`src/atx_pkg.sv`:
```
package atx_pkg;
   // instruction codes
   localparam logic [7:0] OP_ACCU_TO_COORD = 8'h27;
   localparam logic [7:0] OP_WITH_IMMEDIATE_A_X = 8'h21;
   localparam logic [7:0] OP_ACCU_TO_AXIS = 8'h22;
   localparam logic [7:0] OP_ACCU_TO_GLOBAL = 8'h23;
   // operation types of the x-register calculation
   localparam logic [7:0] TY_ADD = 8'h00;
   localparam logic [7:0] TY_SUB = 8'h01;
   localparam logic [7:0] TY_MUL = 8'h02;
   localparam logic [7:0] TY_DIV = 8'h03;
   localparam logic [7:0] TY_MOD = 8'h04;
   localparam logic [7:0] TY_AND = 8'h05;
   localparam logic [7:0] TY_OR = 8'h06;
   localparam logic [7:0] TY_XOR = 8'h07;
   localparam logic [7:0] TY_NOT = 8'h08;
   localparam logic [7:0] TY_LOAD = 8'h09;
   localparam logic [7:0] TY_SWAP = 8'h0a;
   // reply status codes
   localparam logic [7:0] ST_OK = 8'h64;
   localparam logic [7:0] ST_BAD_CHK = 8'h01;
   localparam logic [7:0] ST_BAD_CMD = 8'h02;
   localparam logic [7:0] ST_BAD_TYPE = 8'h03;
   // coordinate persistence switch
   localparam logic [7:0] GP_COORD_PERSIST = 8'h54;
   localparam logic [7:0] GP_PERSIST_BANK = 8'h00;
   localparam logic PERSIST_RST = 1'b0;
   localparam logic [7:0] COORD_RAM_ONLY = 8'h00;
   // frame byte positions
   localparam logic [3:0] FB_ADDR = 4'h0;
   localparam logic [3:0] FB_OP = 4'h1;
   localparam logic [3:0] FB_TYPE = 4'h2;
   localparam logic [3:0] FB_BANK = 4'h3;
   localparam logic [3:0] FB_VAL_LSB = 4'h7;
   localparam logic [3:0] FB_CHK = 4'h8;
   // divider
   localparam logic [5:0] DIV_LAST = 6'h1f;
   localparam logic [31:0] ACCU_RST = 32'h0000_0000;

   typedef enum logic [1:0] {ATX_IDLE, ATX_EXEC, ATX_DIV} atx_state_t;
endpackage : atx_pkg

```
`src/atx_div.sv`:
```
`timescale 1ns/100ps
module atx_div (
   // clock and reset
   input wire logic core_clk,
   input wire logic arst_n,
   // request
   input wire logic start,
   input wire logic [31:0] dividend,
   input wire logic [31:0] divisor,
   // result
   output logic done,
   output logic [31:0] quotient,
   output logic [31:0] remainder
);
   typedef struct packed {
      logic busy;
      logic done;
      logic [5:0] cnt;
      logic [31:0] rem;
      logic [31:0] quo;
      logic [31:0] dvs;
      logic negq;
      logic negr;
   } atx_div_t;

   atx_div_t st;
   atx_div_t next_st;
   logic [32:0] sh;
   logic [33:0] trial;

   // one bit per cycle on magnitudes; signs restored on the last step
   always_comb begin
      next_st = st;
      next_st.done = 1'b0;
      sh = {st.rem, st.quo[31]};
      trial = {1'b0, sh} - {2'b00, st.dvs};
      if (start) begin
         next_st.busy = 1'b1;
         next_st.cnt = 6'h00;
         next_st.rem = 32'h0000_0000;
         next_st.quo = dividend[31] ? -dividend : dividend;
         next_st.dvs = divisor[31] ? -divisor : divisor;
         next_st.negq = dividend[31] ^ divisor[31];
         next_st.negr = dividend[31];
      end else if (st.busy) begin
         if (!trial[33]) begin
            next_st.rem = trial[31:0];
            next_st.quo = {st.quo[30:0], 1'b1};
         end else begin
            next_st.rem = sh[31:0];
            next_st.quo = {st.quo[30:0], 1'b0};
         end
         next_st.cnt = st.cnt + 6'h01;
         if (st.cnt == atx_pkg::DIV_LAST) begin
            next_st.busy = 1'b0;
            next_st.done = 1'b1;
            if (st.negq) begin
               next_st.quo = -next_st.quo;
            end
            if (st.negr) begin
               next_st.rem = -next_st.rem;
            end
         end
      end
   end

   always_ff @(posedge core_clk or negedge arst_n) begin
      if (!arst_n) begin
         st <= '0;
      end else begin
         st <= next_st;
      end
   end

   assign done = st.done;
   assign quotient = st.quo;
   assign remainder = st.rem;

   property p_div_latency;
      @(posedge core_clk) disable iff (!arst_n)
      (start && !st.busy) |-> ##33 done;
   endproperty
   a_div_latency: assert property (p_div_latency) // [RULE_06]
      else $error("divider result not ready after 33 cycles");
endmodule : atx_div

```
`src/atx_accu_alu.sv`:
```
// How it works
// (RULE_01) instruction 39 writes the accumulator to the coordinate chosen by type for the motor in bank; value ignored.
// (RULE_02) coordinate zero is never sent to nonvolatile storage.
// (RULE_03) global parameter 84 selects volatile-only or also nonvolatile coordinates, volatile-only after reset.
// (RULE_04) every accepted direct-mode accumulator instruction replies with status 100 and a meaningless value.
// (RULE_05) instruction 33 combines accumulator and X by the type's operation, result into the accumulator.
// (RULE_06) types 0 to 4 are add, subtract, multiply, divide and modulo of accumulator by X.
// (RULE_07) types 5 to 7 are and, or, xor with X, and type 8 inverts X.
// (RULE_08) type 9 copies the accumulator into X and type 10 swaps them.
// (RULE_09) instruction 34 writes the accumulator to the axis parameter chosen by type for the motor in bank.
// (RULE_10) instruction 35 writes the accumulator to the global parameter chosen by type in the bank.
// (RULE_11) the host sends address, instruction, type, bank, four value bytes msb first, then checksum.
// (RULE_12) a read in direct mode answers in the reply only, while standalone loads the accumulator.
// (RULE_13) the checksum is the byte sum of the first eight bytes and is checked before execution.
// (RULE_14) accumulator and X are 32-bit two's complement and arithmetic wraps.
`timescale 1ns/100ps
module atx_accu_alu #(
   parameter logic [7:0] MODULE_ADDR = 8'h01,
   parameter logic [7:0] READ_AXIS_CODE = 8'h06
) (
   // clock and reset
   input wire logic core_clk,
   input wire logic arst_n,
   // direct-mode frame bytes
   input wire logic rx_valid,
   input wire logic [7:0] rx_data,
   output logic rx_ready,
   // standalone instruction
   input wire logic sa_valid,
   input wire logic [7:0] sa_op,
   input wire logic [7:0] sa_type,
   input wire logic [7:0] sa_bank,
   input wire logic [31:0] sa_value,
   output logic sa_ready,
   // reply
   output logic reply_valid,
   output logic [7:0] reply_status,
   output logic [31:0] reply_value,
   // parameter and coordinate stores
   output logic [7:0] sel_type,
   output logic [7:0] sel_bank,
   output logic [31:0] wr_data,
   output logic coord_we,
   output logic coord_nv_we,
   output logic coord_persist,
   output logic ap_we,
   output logic gp_we,
   input wire logic [31:0] ap_rd_data,
   // register view
   output logic [31:0] accu,
   output logic [31:0] x_reg
);
   typedef struct packed {
      atx_pkg::atx_state_t state;
      logic [3:0] cnt;
      logic [7:0] sum;
      logic chk_ok;
      logic adr_ok;
      logic direct;
      logic [7:0] op;
      logic [7:0] typ;
      logic [7:0] bank;
      logic [31:0] val;
      logic [31:0] accu;
      logic [31:0] x;
      logic persist;
      logic coord_we;
      logic coord_nv_we;
      logic ap_we;
      logic gp_we;
      logic [31:0] wr_data;
      logic reply_valid;
      logic [7:0] reply_status;
      logic [31:0] reply_value;
   } atx_alu_t;

   atx_alu_t st, next_st;
   logic div_start, div_done, exec_ok;
   logic [31:0] div_quo, div_rem;

   assign exec_ok = st.state == atx_pkg::ATX_EXEC && st.adr_ok && st.chk_ok;
   // a started frame keeps the port until its ninth byte
   assign sa_ready = st.state == atx_pkg::ATX_IDLE && st.cnt == 4'h0;
   assign rx_ready = st.state == atx_pkg::ATX_IDLE && !(sa_valid && st.cnt == 4'h0);

   always_comb begin
      next_st = st;
      div_start = 1'b0;
      next_st.coord_we = 1'b0;
      next_st.coord_nv_we = 1'b0;
      next_st.ap_we = 1'b0;
      next_st.gp_we = 1'b0;
      next_st.reply_valid = 1'b0;
      case (st.state)
         atx_pkg::ATX_IDLE: begin
            if (sa_valid && sa_ready) begin
               next_st.op = sa_op;
               next_st.typ = sa_type;
               next_st.bank = sa_bank;
               next_st.val = sa_value;
               next_st.direct = 1'b0;
               next_st.adr_ok = 1'b1;
               next_st.chk_ok = 1'b1;
               next_st.state = atx_pkg::ATX_EXEC;
            end else if (rx_valid && rx_ready) begin
               next_st.sum = st.sum + rx_data; // [RULE_13]
               next_st.cnt = st.cnt + 4'h1;
               case (st.cnt) // [RULE_11]
                  atx_pkg::FB_ADDR: begin
                     next_st.sum = rx_data;
                     next_st.adr_ok = rx_data == MODULE_ADDR;
                  end
                  atx_pkg::FB_OP: next_st.op = rx_data;
                  atx_pkg::FB_TYPE: next_st.typ = rx_data;
                  atx_pkg::FB_BANK: next_st.bank = rx_data;
                  atx_pkg::FB_CHK: begin
                     next_st.chk_ok = st.sum == rx_data; // [RULE_13]
                     next_st.cnt = 4'h0;
                     next_st.direct = 1'b1;
                     next_st.state = atx_pkg::ATX_EXEC;
                  end
                  default: next_st.val = {st.val[23:0], rx_data};
               endcase
            end
         end
         atx_pkg::ATX_EXEC: begin
            next_st.state = atx_pkg::ATX_IDLE;
            next_st.reply_valid = st.direct && st.adr_ok;
            next_st.reply_status = atx_pkg::ST_OK; // [RULE_04]
            next_st.reply_value = 32'h0000_0000;
            next_st.wr_data = st.accu;
            if (!st.chk_ok) begin
               next_st.reply_status = atx_pkg::ST_BAD_CHK; // [RULE_13]
            end else if (st.adr_ok) begin
               case (st.op)
                  atx_pkg::OP_ACCU_TO_COORD: begin
                     next_st.coord_we = 1'b1; // [RULE_01]
                     // entry zero stays volatile whatever the switch
                     next_st.coord_nv_we = st.persist &&
                        st.typ != atx_pkg::COORD_RAM_ONLY; // [RULE_02] [RULE_03]
                  end
                  atx_pkg::OP_ACCU_TO_AXIS: next_st.ap_we = 1'b1; // [RULE_09]
                  atx_pkg::OP_ACCU_TO_GLOBAL: begin
                     next_st.gp_we = 1'b1; // [RULE_10]
                     if (st.bank == atx_pkg::GP_PERSIST_BANK &&
                         st.typ == atx_pkg::GP_COORD_PERSIST) begin
                        next_st.persist = st.accu != atx_pkg::ACCU_RST; // [RULE_03]
                     end
                  end
                  atx_pkg::OP_WITH_IMMEDIATE_A_X: begin
                     case (st.typ) // [RULE_05]
                        atx_pkg::TY_ADD: next_st.accu = st.accu + st.x; // [RULE_06] [RULE_14]
                        atx_pkg::TY_SUB: next_st.accu = st.accu - st.x; // [RULE_06]
                        atx_pkg::TY_MUL: next_st.accu = st.accu * st.x; // [RULE_06] [RULE_14]
                        atx_pkg::TY_DIV, atx_pkg::TY_MOD: begin
                           // divide by zero leaves the accumulator alone
                           if (st.x != atx_pkg::ACCU_RST) begin
                              div_start = 1'b1; // [RULE_06]
                              next_st.reply_valid = 1'b0;
                              next_st.state = atx_pkg::ATX_DIV;
                           end
                        end
                        atx_pkg::TY_AND: next_st.accu = st.accu & st.x; // [RULE_07]
                        atx_pkg::TY_OR: next_st.accu = st.accu | st.x; // [RULE_07]
                        atx_pkg::TY_XOR: next_st.accu = st.accu ^ st.x; // [RULE_07]
                        atx_pkg::TY_NOT: next_st.x = ~st.x; // [RULE_07]
                        atx_pkg::TY_LOAD: next_st.x = st.accu; // [RULE_08]
                        atx_pkg::TY_SWAP: begin
                           next_st.accu = st.x; // [RULE_08]
                           next_st.x = st.accu;
                        end
                        default: next_st.reply_status = atx_pkg::ST_BAD_TYPE;
                     endcase
                  end
                  default: begin
                     if (st.op == READ_AXIS_CODE) begin
                        if (st.direct) begin
                           next_st.reply_value = ap_rd_data; // [RULE_12]
                        end else begin
                           next_st.accu = ap_rd_data; // [RULE_12]
                        end
                     end else begin
                        next_st.reply_status = atx_pkg::ST_BAD_CMD;
                     end
                  end
               endcase
            end
         end
         atx_pkg::ATX_DIV: begin
            if (div_done) begin
               next_st.accu = st.typ == atx_pkg::TY_MOD ? div_rem : div_quo; // [RULE_06]
               next_st.reply_valid = st.direct;
               next_st.reply_status = atx_pkg::ST_OK; // [RULE_04]
               next_st.state = atx_pkg::ATX_IDLE;
            end
         end
         default: next_st.state = atx_pkg::ATX_IDLE;
      endcase
   end
   always_ff @(posedge core_clk or negedge arst_n) begin
      if (!arst_n) begin
         st <= '0; // persistence off: volatile coordinates [RULE_03]
      end else begin
         st <= next_st;
      end
   end
   atx_div u_div (
      .core_clk(core_clk),
      .arst_n(arst_n),
      .start(div_start),
      .dividend(st.accu),
      .divisor(st.x),
      .done(div_done),
      .quotient(div_quo),
      .remainder(div_rem)
   );
   assign reply_valid = st.reply_valid;
   assign reply_status = st.reply_status;
   assign reply_value = st.reply_value;
   assign sel_type = st.typ;
   assign sel_bank = st.bank;
   assign wr_data = st.wr_data;
   assign coord_we = st.coord_we;
   assign coord_nv_we = st.coord_nv_we;
   assign coord_persist = st.persist;
   assign ap_we = st.ap_we;
   assign gp_we = st.gp_we;
   assign accu = st.accu;
   assign x_reg = st.x;

   property p_coord_data;
      @(posedge core_clk) disable iff (!arst_n)
      coord_we |-> wr_data == accu && sel_type == $past(st.typ);
   endproperty
   a_coord_data: assert property (p_coord_data) // [RULE_01]
      else $error("coordinate write does not carry the accumulator");
   property p_coord_zero_volatile;
      @(posedge core_clk) disable iff (!arst_n)
      coord_nv_we |-> sel_type != atx_pkg::COORD_RAM_ONLY && coord_we;
   endproperty
   a_coord_zero_volatile: assert property (p_coord_zero_volatile) // [RULE_02]
      else $error("coordinate zero sent to nonvolatile storage");
   property p_persist_gate;
      @(posedge core_clk) disable iff (!arst_n)
      (coord_we && !coord_nv_we && sel_type != atx_pkg::COORD_RAM_ONLY) |-> !coord_persist;
   endproperty
   a_persist_gate: assert property (p_persist_gate) // [RULE_03]
      else $error("persistent coordinate not sent to nonvolatile storage");
   property p_add_wraps;
      @(posedge core_clk) disable iff (!arst_n)
      (exec_ok && st.op == atx_pkg::OP_WITH_IMMEDIATE_A_X && st.typ == atx_pkg::TY_ADD)
         |=> accu == $past(st.accu) + $past(st.x) && x_reg == $past(st.x);
   endproperty
   a_add_wraps: assert property (p_add_wraps) // [RULE_14]
      else $error("add result wrong");
   property p_swap;
      @(posedge core_clk) disable iff (!arst_n)
      (exec_ok && st.op == atx_pkg::OP_WITH_IMMEDIATE_A_X && st.typ == atx_pkg::TY_SWAP)
         |=> accu == $past(st.x) && x_reg == $past(st.accu);
   endproperty
   a_swap: assert property (p_swap) // [RULE_08]
      else $error("swap did not exchange accumulator and x");
   property p_not_x;
      @(posedge core_clk) disable iff (!arst_n)
      (exec_ok && st.op == atx_pkg::OP_WITH_IMMEDIATE_A_X && st.typ == atx_pkg::TY_NOT)
         |=> x_reg == ~$past(st.x) && accu == $past(st.accu);
   endproperty
   a_not_x: assert property (p_not_x) // [RULE_07]
      else $error("invert of x wrong");
   property p_param_writes;
      @(posedge core_clk) disable iff (!arst_n)
      (ap_we || gp_we) |-> wr_data == accu && !(ap_we && gp_we);
   endproperty
   a_param_writes: assert property (p_param_writes) // [RULE_09] [RULE_10]
      else $error("parameter write does not carry the accumulator");
   property p_direct_read_keeps_accu;
      @(posedge core_clk) disable iff (!arst_n)
      (exec_ok && st.direct && st.op == READ_AXIS_CODE)
         |=> accu == $past(st.accu) && reply_valid && reply_value == $past(ap_rd_data);
   endproperty
   a_direct_read_keeps_accu: assert property (p_direct_read_keeps_accu) // [RULE_12]
      else $error("direct read touched the accumulator");
   property p_bad_checksum;
      @(posedge core_clk) disable iff (!arst_n)
      (rx_valid && rx_ready && st.adr_ok && st.cnt == atx_pkg::FB_CHK && st.sum != rx_data)
         |-> ##2 reply_valid && reply_status == atx_pkg::ST_BAD_CHK && !coord_we && !ap_we;
   endproperty
   a_bad_checksum: assert property (p_bad_checksum) // [RULE_13]
      else $error("bad checksum not refused");
   property p_ok_reply;
      @(posedge core_clk) disable iff (!arst_n)
      (exec_ok && st.direct && st.op == atx_pkg::OP_ACCU_TO_AXIS)
         |=> reply_valid && reply_status == atx_pkg::ST_OK;
   endproperty
   a_ok_reply: assert property (p_ok_reply) // [RULE_04]
      else $error("missing ok reply");
endmodule : atx_accu_alu

```
`config.mk`:
```
export PLATFORM = sky130hd
export DESIGN_NAME = atx_accu_alu
export DESIGN_NICKNAME = d
export VERILOG_FILES = /design/src/atx_pkg.sv /design/src/atx_div.sv /design/src/atx_accu_alu.sv
export SDC_FILE = /design/constraint.sdc
export NUM_CORES = 2
export LEC_CHECK = 0
export ABC_AREA = 1
export BUFFER_PORTS_ARGS = -buffer_cell sky130_fd_sc_hd__buf_2
export CAP_MARGIN = 40
export CORE_MARGIN = 2
export CORE_UTILIZATION = 60
export CTS_CLUSTER_SIZE = 28
export DETAILED_ROUTE_END_ITERATION = 10
export PLACE_DENSITY = 0.79
export SYNTH_ARGS = -nofsm -noshare
export SYNTH_HDL_FRONTEND = slang
export SYNTH_SLANG_ARGS = --single-unit
```
`constraint.sdc`:
```
create_clock -name core_clk -period 7.8 [get_ports core_clk]
set_clock_uncertainty 0.2 [all_clocks]
set_input_delay 1.56 -clock core_clk [delete_from_list [all_inputs] [get_ports core_clk]]
set_output_delay 1.56 -clock core_clk [all_outputs]
set_load 0.01 [all_outputs]
```
==> results.md <==
* Leak at 25.3 nW
* Vias in the first global route at 37,571
* Kind of critical path: reg -> reg
* Final antenna-violating net count at 0
* Clk_lat worst skew at 0.56 ns
* Post-synthesis sequential area ratio at 17.4%
* Post-synth top area cell: fa_1
* Count leader, synth: nand2_1
* Distinct cell type count after synthesis at 68
* Cell count after synthesis at 5,782
* Die Wd at 265 µm
* Worst Path Required at 8.02 ns
* Slowest CP cell: dfrtp_1
* Hold EP: reply_value[20]$_DFFE_PN0P_
* First-pass iteration count of the detailed router at 7
* Post-layout min period at 7.54 ns
* Main flop type after synthesis: dfrtp_1
* Endpoints failing hold at 0
* Initial Utilization at 60.6%
* Proportion of layout cells with a drive suffix above 1 at 10.7%
* CTS Root Cell: clkbuf_16
* Hold WC Path Type: reg -> reg
* Top cells by area, synth: fa_1 20%, dfrtp_1 17%, nand2_1 13%, inv_1 11%, ha_1 8.3%
* CTS tree: built
* Yosys reg bits at 284
* Most used cell, CP: fa_1
* Max Clk Rate at 0.133 GHz
* Largest net degree at the start of global routing at 153
* CP startpoint kind: flip-flop
* Reg-to-reg slack, setup at 0.26 ns
* Arr. time, crit path at 7.76 ns
* R2r worst-path depth at 28
* CP bufs+invs at 7
* Synthesized area at 40,700 µm²
* First-pass GRT wire length at 218,000 µm
* CP Capture Type: flip-flop
* Area Growth Syn to Fin at 8.12%
* EDFF count, synth at 0
* Yosys warns at 0
* Min-delay src: reply_value[20]$_DFFE_PN0P_
* Initial antenna violation count at 4
* DR WL/cell at 21.0 µm
* Synth Area in Compound Gates at 13.1%
* Row count at 95
* Worst stage delay on the critical path at 0.59 ns
* Largest family of logic cells by synthesized area: adder cells
* DR vias at 39,191
* Clock transition at path regs at 0.06 ns
* Avg Inst Size Synth at 7.04 µm²
* Max Root-Sink Buffers at 3
* Area share of fa/ha/maj cells after synthesis at 28.5%
* Tot GR Track Use at 40.5%
* Tcrit/Tclk final at 96.7%
* Worst-Margin Slew at 0.975 ns
* XOR/XNOR Fraction of Synth Area at 2.34%
* DIE AREA at 70,000 µm²
* Mux cell area share after synthesis at 0%
* CTS buffer count at 35
* Share of the synthesized area in the top cell type at 20.2%
* CTS HTree Levels at 2
* Max-slew violation count at 0
* Post-DP HPWL at 112,000 µm
* CTS Sinks at 284
* Setup_tns at 0 ns
* Max-Cap Viols at 0
* IO Port Bufs at 224
* Critical R2R Launch: x_reg[20]$_DFFE_PN0P_
* Vias/cell at 5.81
* RR Endpoint: accu[30]$_DFFE_PN0P_
* Nets at 6,631
* Iter 0 DRT Violations at 4,395
* Outcome: finished, final reports clean
* Slew HR at 34.4%
* Post-synthesis simple-gate area fraction at 22.2%
* RSZ-0062 raised after global routing: false
* Synth top cells by count: 1,445 x nand2_1, 1,148 x inv_1, 439 x o21ai_0
* Routed wire length at 141,000 µm
* Top Family by Delay on Critical Path: adder cells
* Hold Path Depth at 2
* Largest register FFs at 41
* PD cells at 185 nW/µm²
* Num ports at 260
* Reg with most FFs: u_div.st
* Maximum VDD drop at 0.196 mV
* Final setup vio count at 0
* Setup ws final at 0.260 ns
* CTS Hold Bufs at 0
* Worst-path maximum fanout at 5
* Die height at 265 µm
* Area of the core at 67,200 µm²
* Grt ovf at 0
* Final GP Congestion at 1.00
* Worst slack at placement at 0.0925 ns
* Drt drc at 0
* Asr flop ratio synth at 100%
## layout make-up
class | count | area, µm²
multi-input combinational | 3916 | 27000
fill | 5876 | 23100
sequential | 284 | 7130
inverter | 1168 | 4390
timing repair buffer | 445 | 3190
tap | 873 | 1090
clock buffer | 41 | 940
clock inverter | 22 | 250
antenna | 2 | 5.00
## metrics by stage
stage          cell area (µm²)  std cells  hold slack, ns  power [mW]  util (%)
2_1_floorplan            40700       5784           0.253        4.68         -
3_3_place_gp             42600       6670           0.260        6.17      63.4
3_5_place_dp             42700       6677           0.268        6.24      63.6
4_1_cts                  43900       6740           0.282        7.99      65.4
5_1_grt                  44000       6749           0.302        8.56      65.6
6_report                 44000       6751           0.278        8.16      65.6
## per-layer routing
layer  routed length [µm]  GRT usage [%]
met1                56600           55.0
met2                61000           61.2
met3                16100           9.79
met4                 7670           18.6
met5                   46              0
## cells by family (layout without fill, tap and decap cells)
kind of cell             count (synthesis)  after routing
AND/OR/NAND/NOR                       2179           2179
buffers and inverters                 1584           1676
AO/OA/AOI/OAI                          944            944
adder cells (fa/ha/maj)                681            681
flip-flops                             284            284
XOR/XNOR                               109            109
other                                    1              5
## layout by cell type, fill, tap and decap left out, types with 15 or more instances in the layout
cell	n
clkbuf_16	36
o22ai_1	20
o21bai_1	16
buf_12	27
xnor2_1	39
a22oi_1	17
a31oi_1	35
o211ai_1	55
buf_4	190
a221oi_1	15
nand2_1	1444
inv_1	1148
o221ai_1	21
xor2_1	70
nor2_2	17
nor2_1	323
nor3_1	55
fa_1	411
ha_1	270
o21ai_1	31
buf_2	224
a21oi_1	240
nand3_1	195
nand2_2	23
dfrtp_1	266
nand4_1	54
o21ai_0	434
dfrtp_2	16
## power by group
group	internal (mW)	leakage (nW)	total, mW	switching (mW)
logic	1.35	21.0	4.22	2.87
clock network	1.01	0.578	1.74	0.730
registers	1.81	3.74	2.20	0.395
total	4.17	25.3	8.16	3.99
## worst register-to-register path: cells and delay by family, from the launching register on
kind	cells	cell delay (ns)
adders and majority gates	9	4.44
and+or+nand+nor	7	0.85
AOI/OAI and AO/OA	5	0.77
DFF	1	0.59
buffers and inverters	7	0.55
## how the worst max path moves through the flow
| stage | from | depth (start not counted) | slack, ns | to |
|---|---|---|---|---|
| floorplan | x_reg[4]$_DFFE_PN0P_ | 32 | 0.66 | accu[28]$_DFFE_PN0P_ |
| global placement | x_reg[8]$_DFFE_PN0P_ | 26 | 0.14 | accu[30]$_DFFE_PN0P_ |
| detailed placement | x_reg[8]$_DFFE_PN0P_ | 33 | 0.09 | accu[28]$_DFFE_PN0P_ |
| CTS | x_reg[8]$_DFFE_PN0P_ | 33 | 0.05 | accu[28]$_DFFE_PN0P_ |
| global route | x_reg[8]$_DFFE_PN0P_ | 27 | 0.002 | accu[30]$_DFFE_PN0P_ |
| finish | x_reg[20]$_DFFE_PN0P_ | 28 | 0.26 | accu[30]$_DFFE_PN0P_ |
## what timing repair did
action | CTS | global route
gates resized for setup | 0 | 31
hold endpoints to repair | 0 | 0
setup endpoints to repair | 0 | 11
buffers inserted | 0 | 9
(Power assumes the default switching activity.)
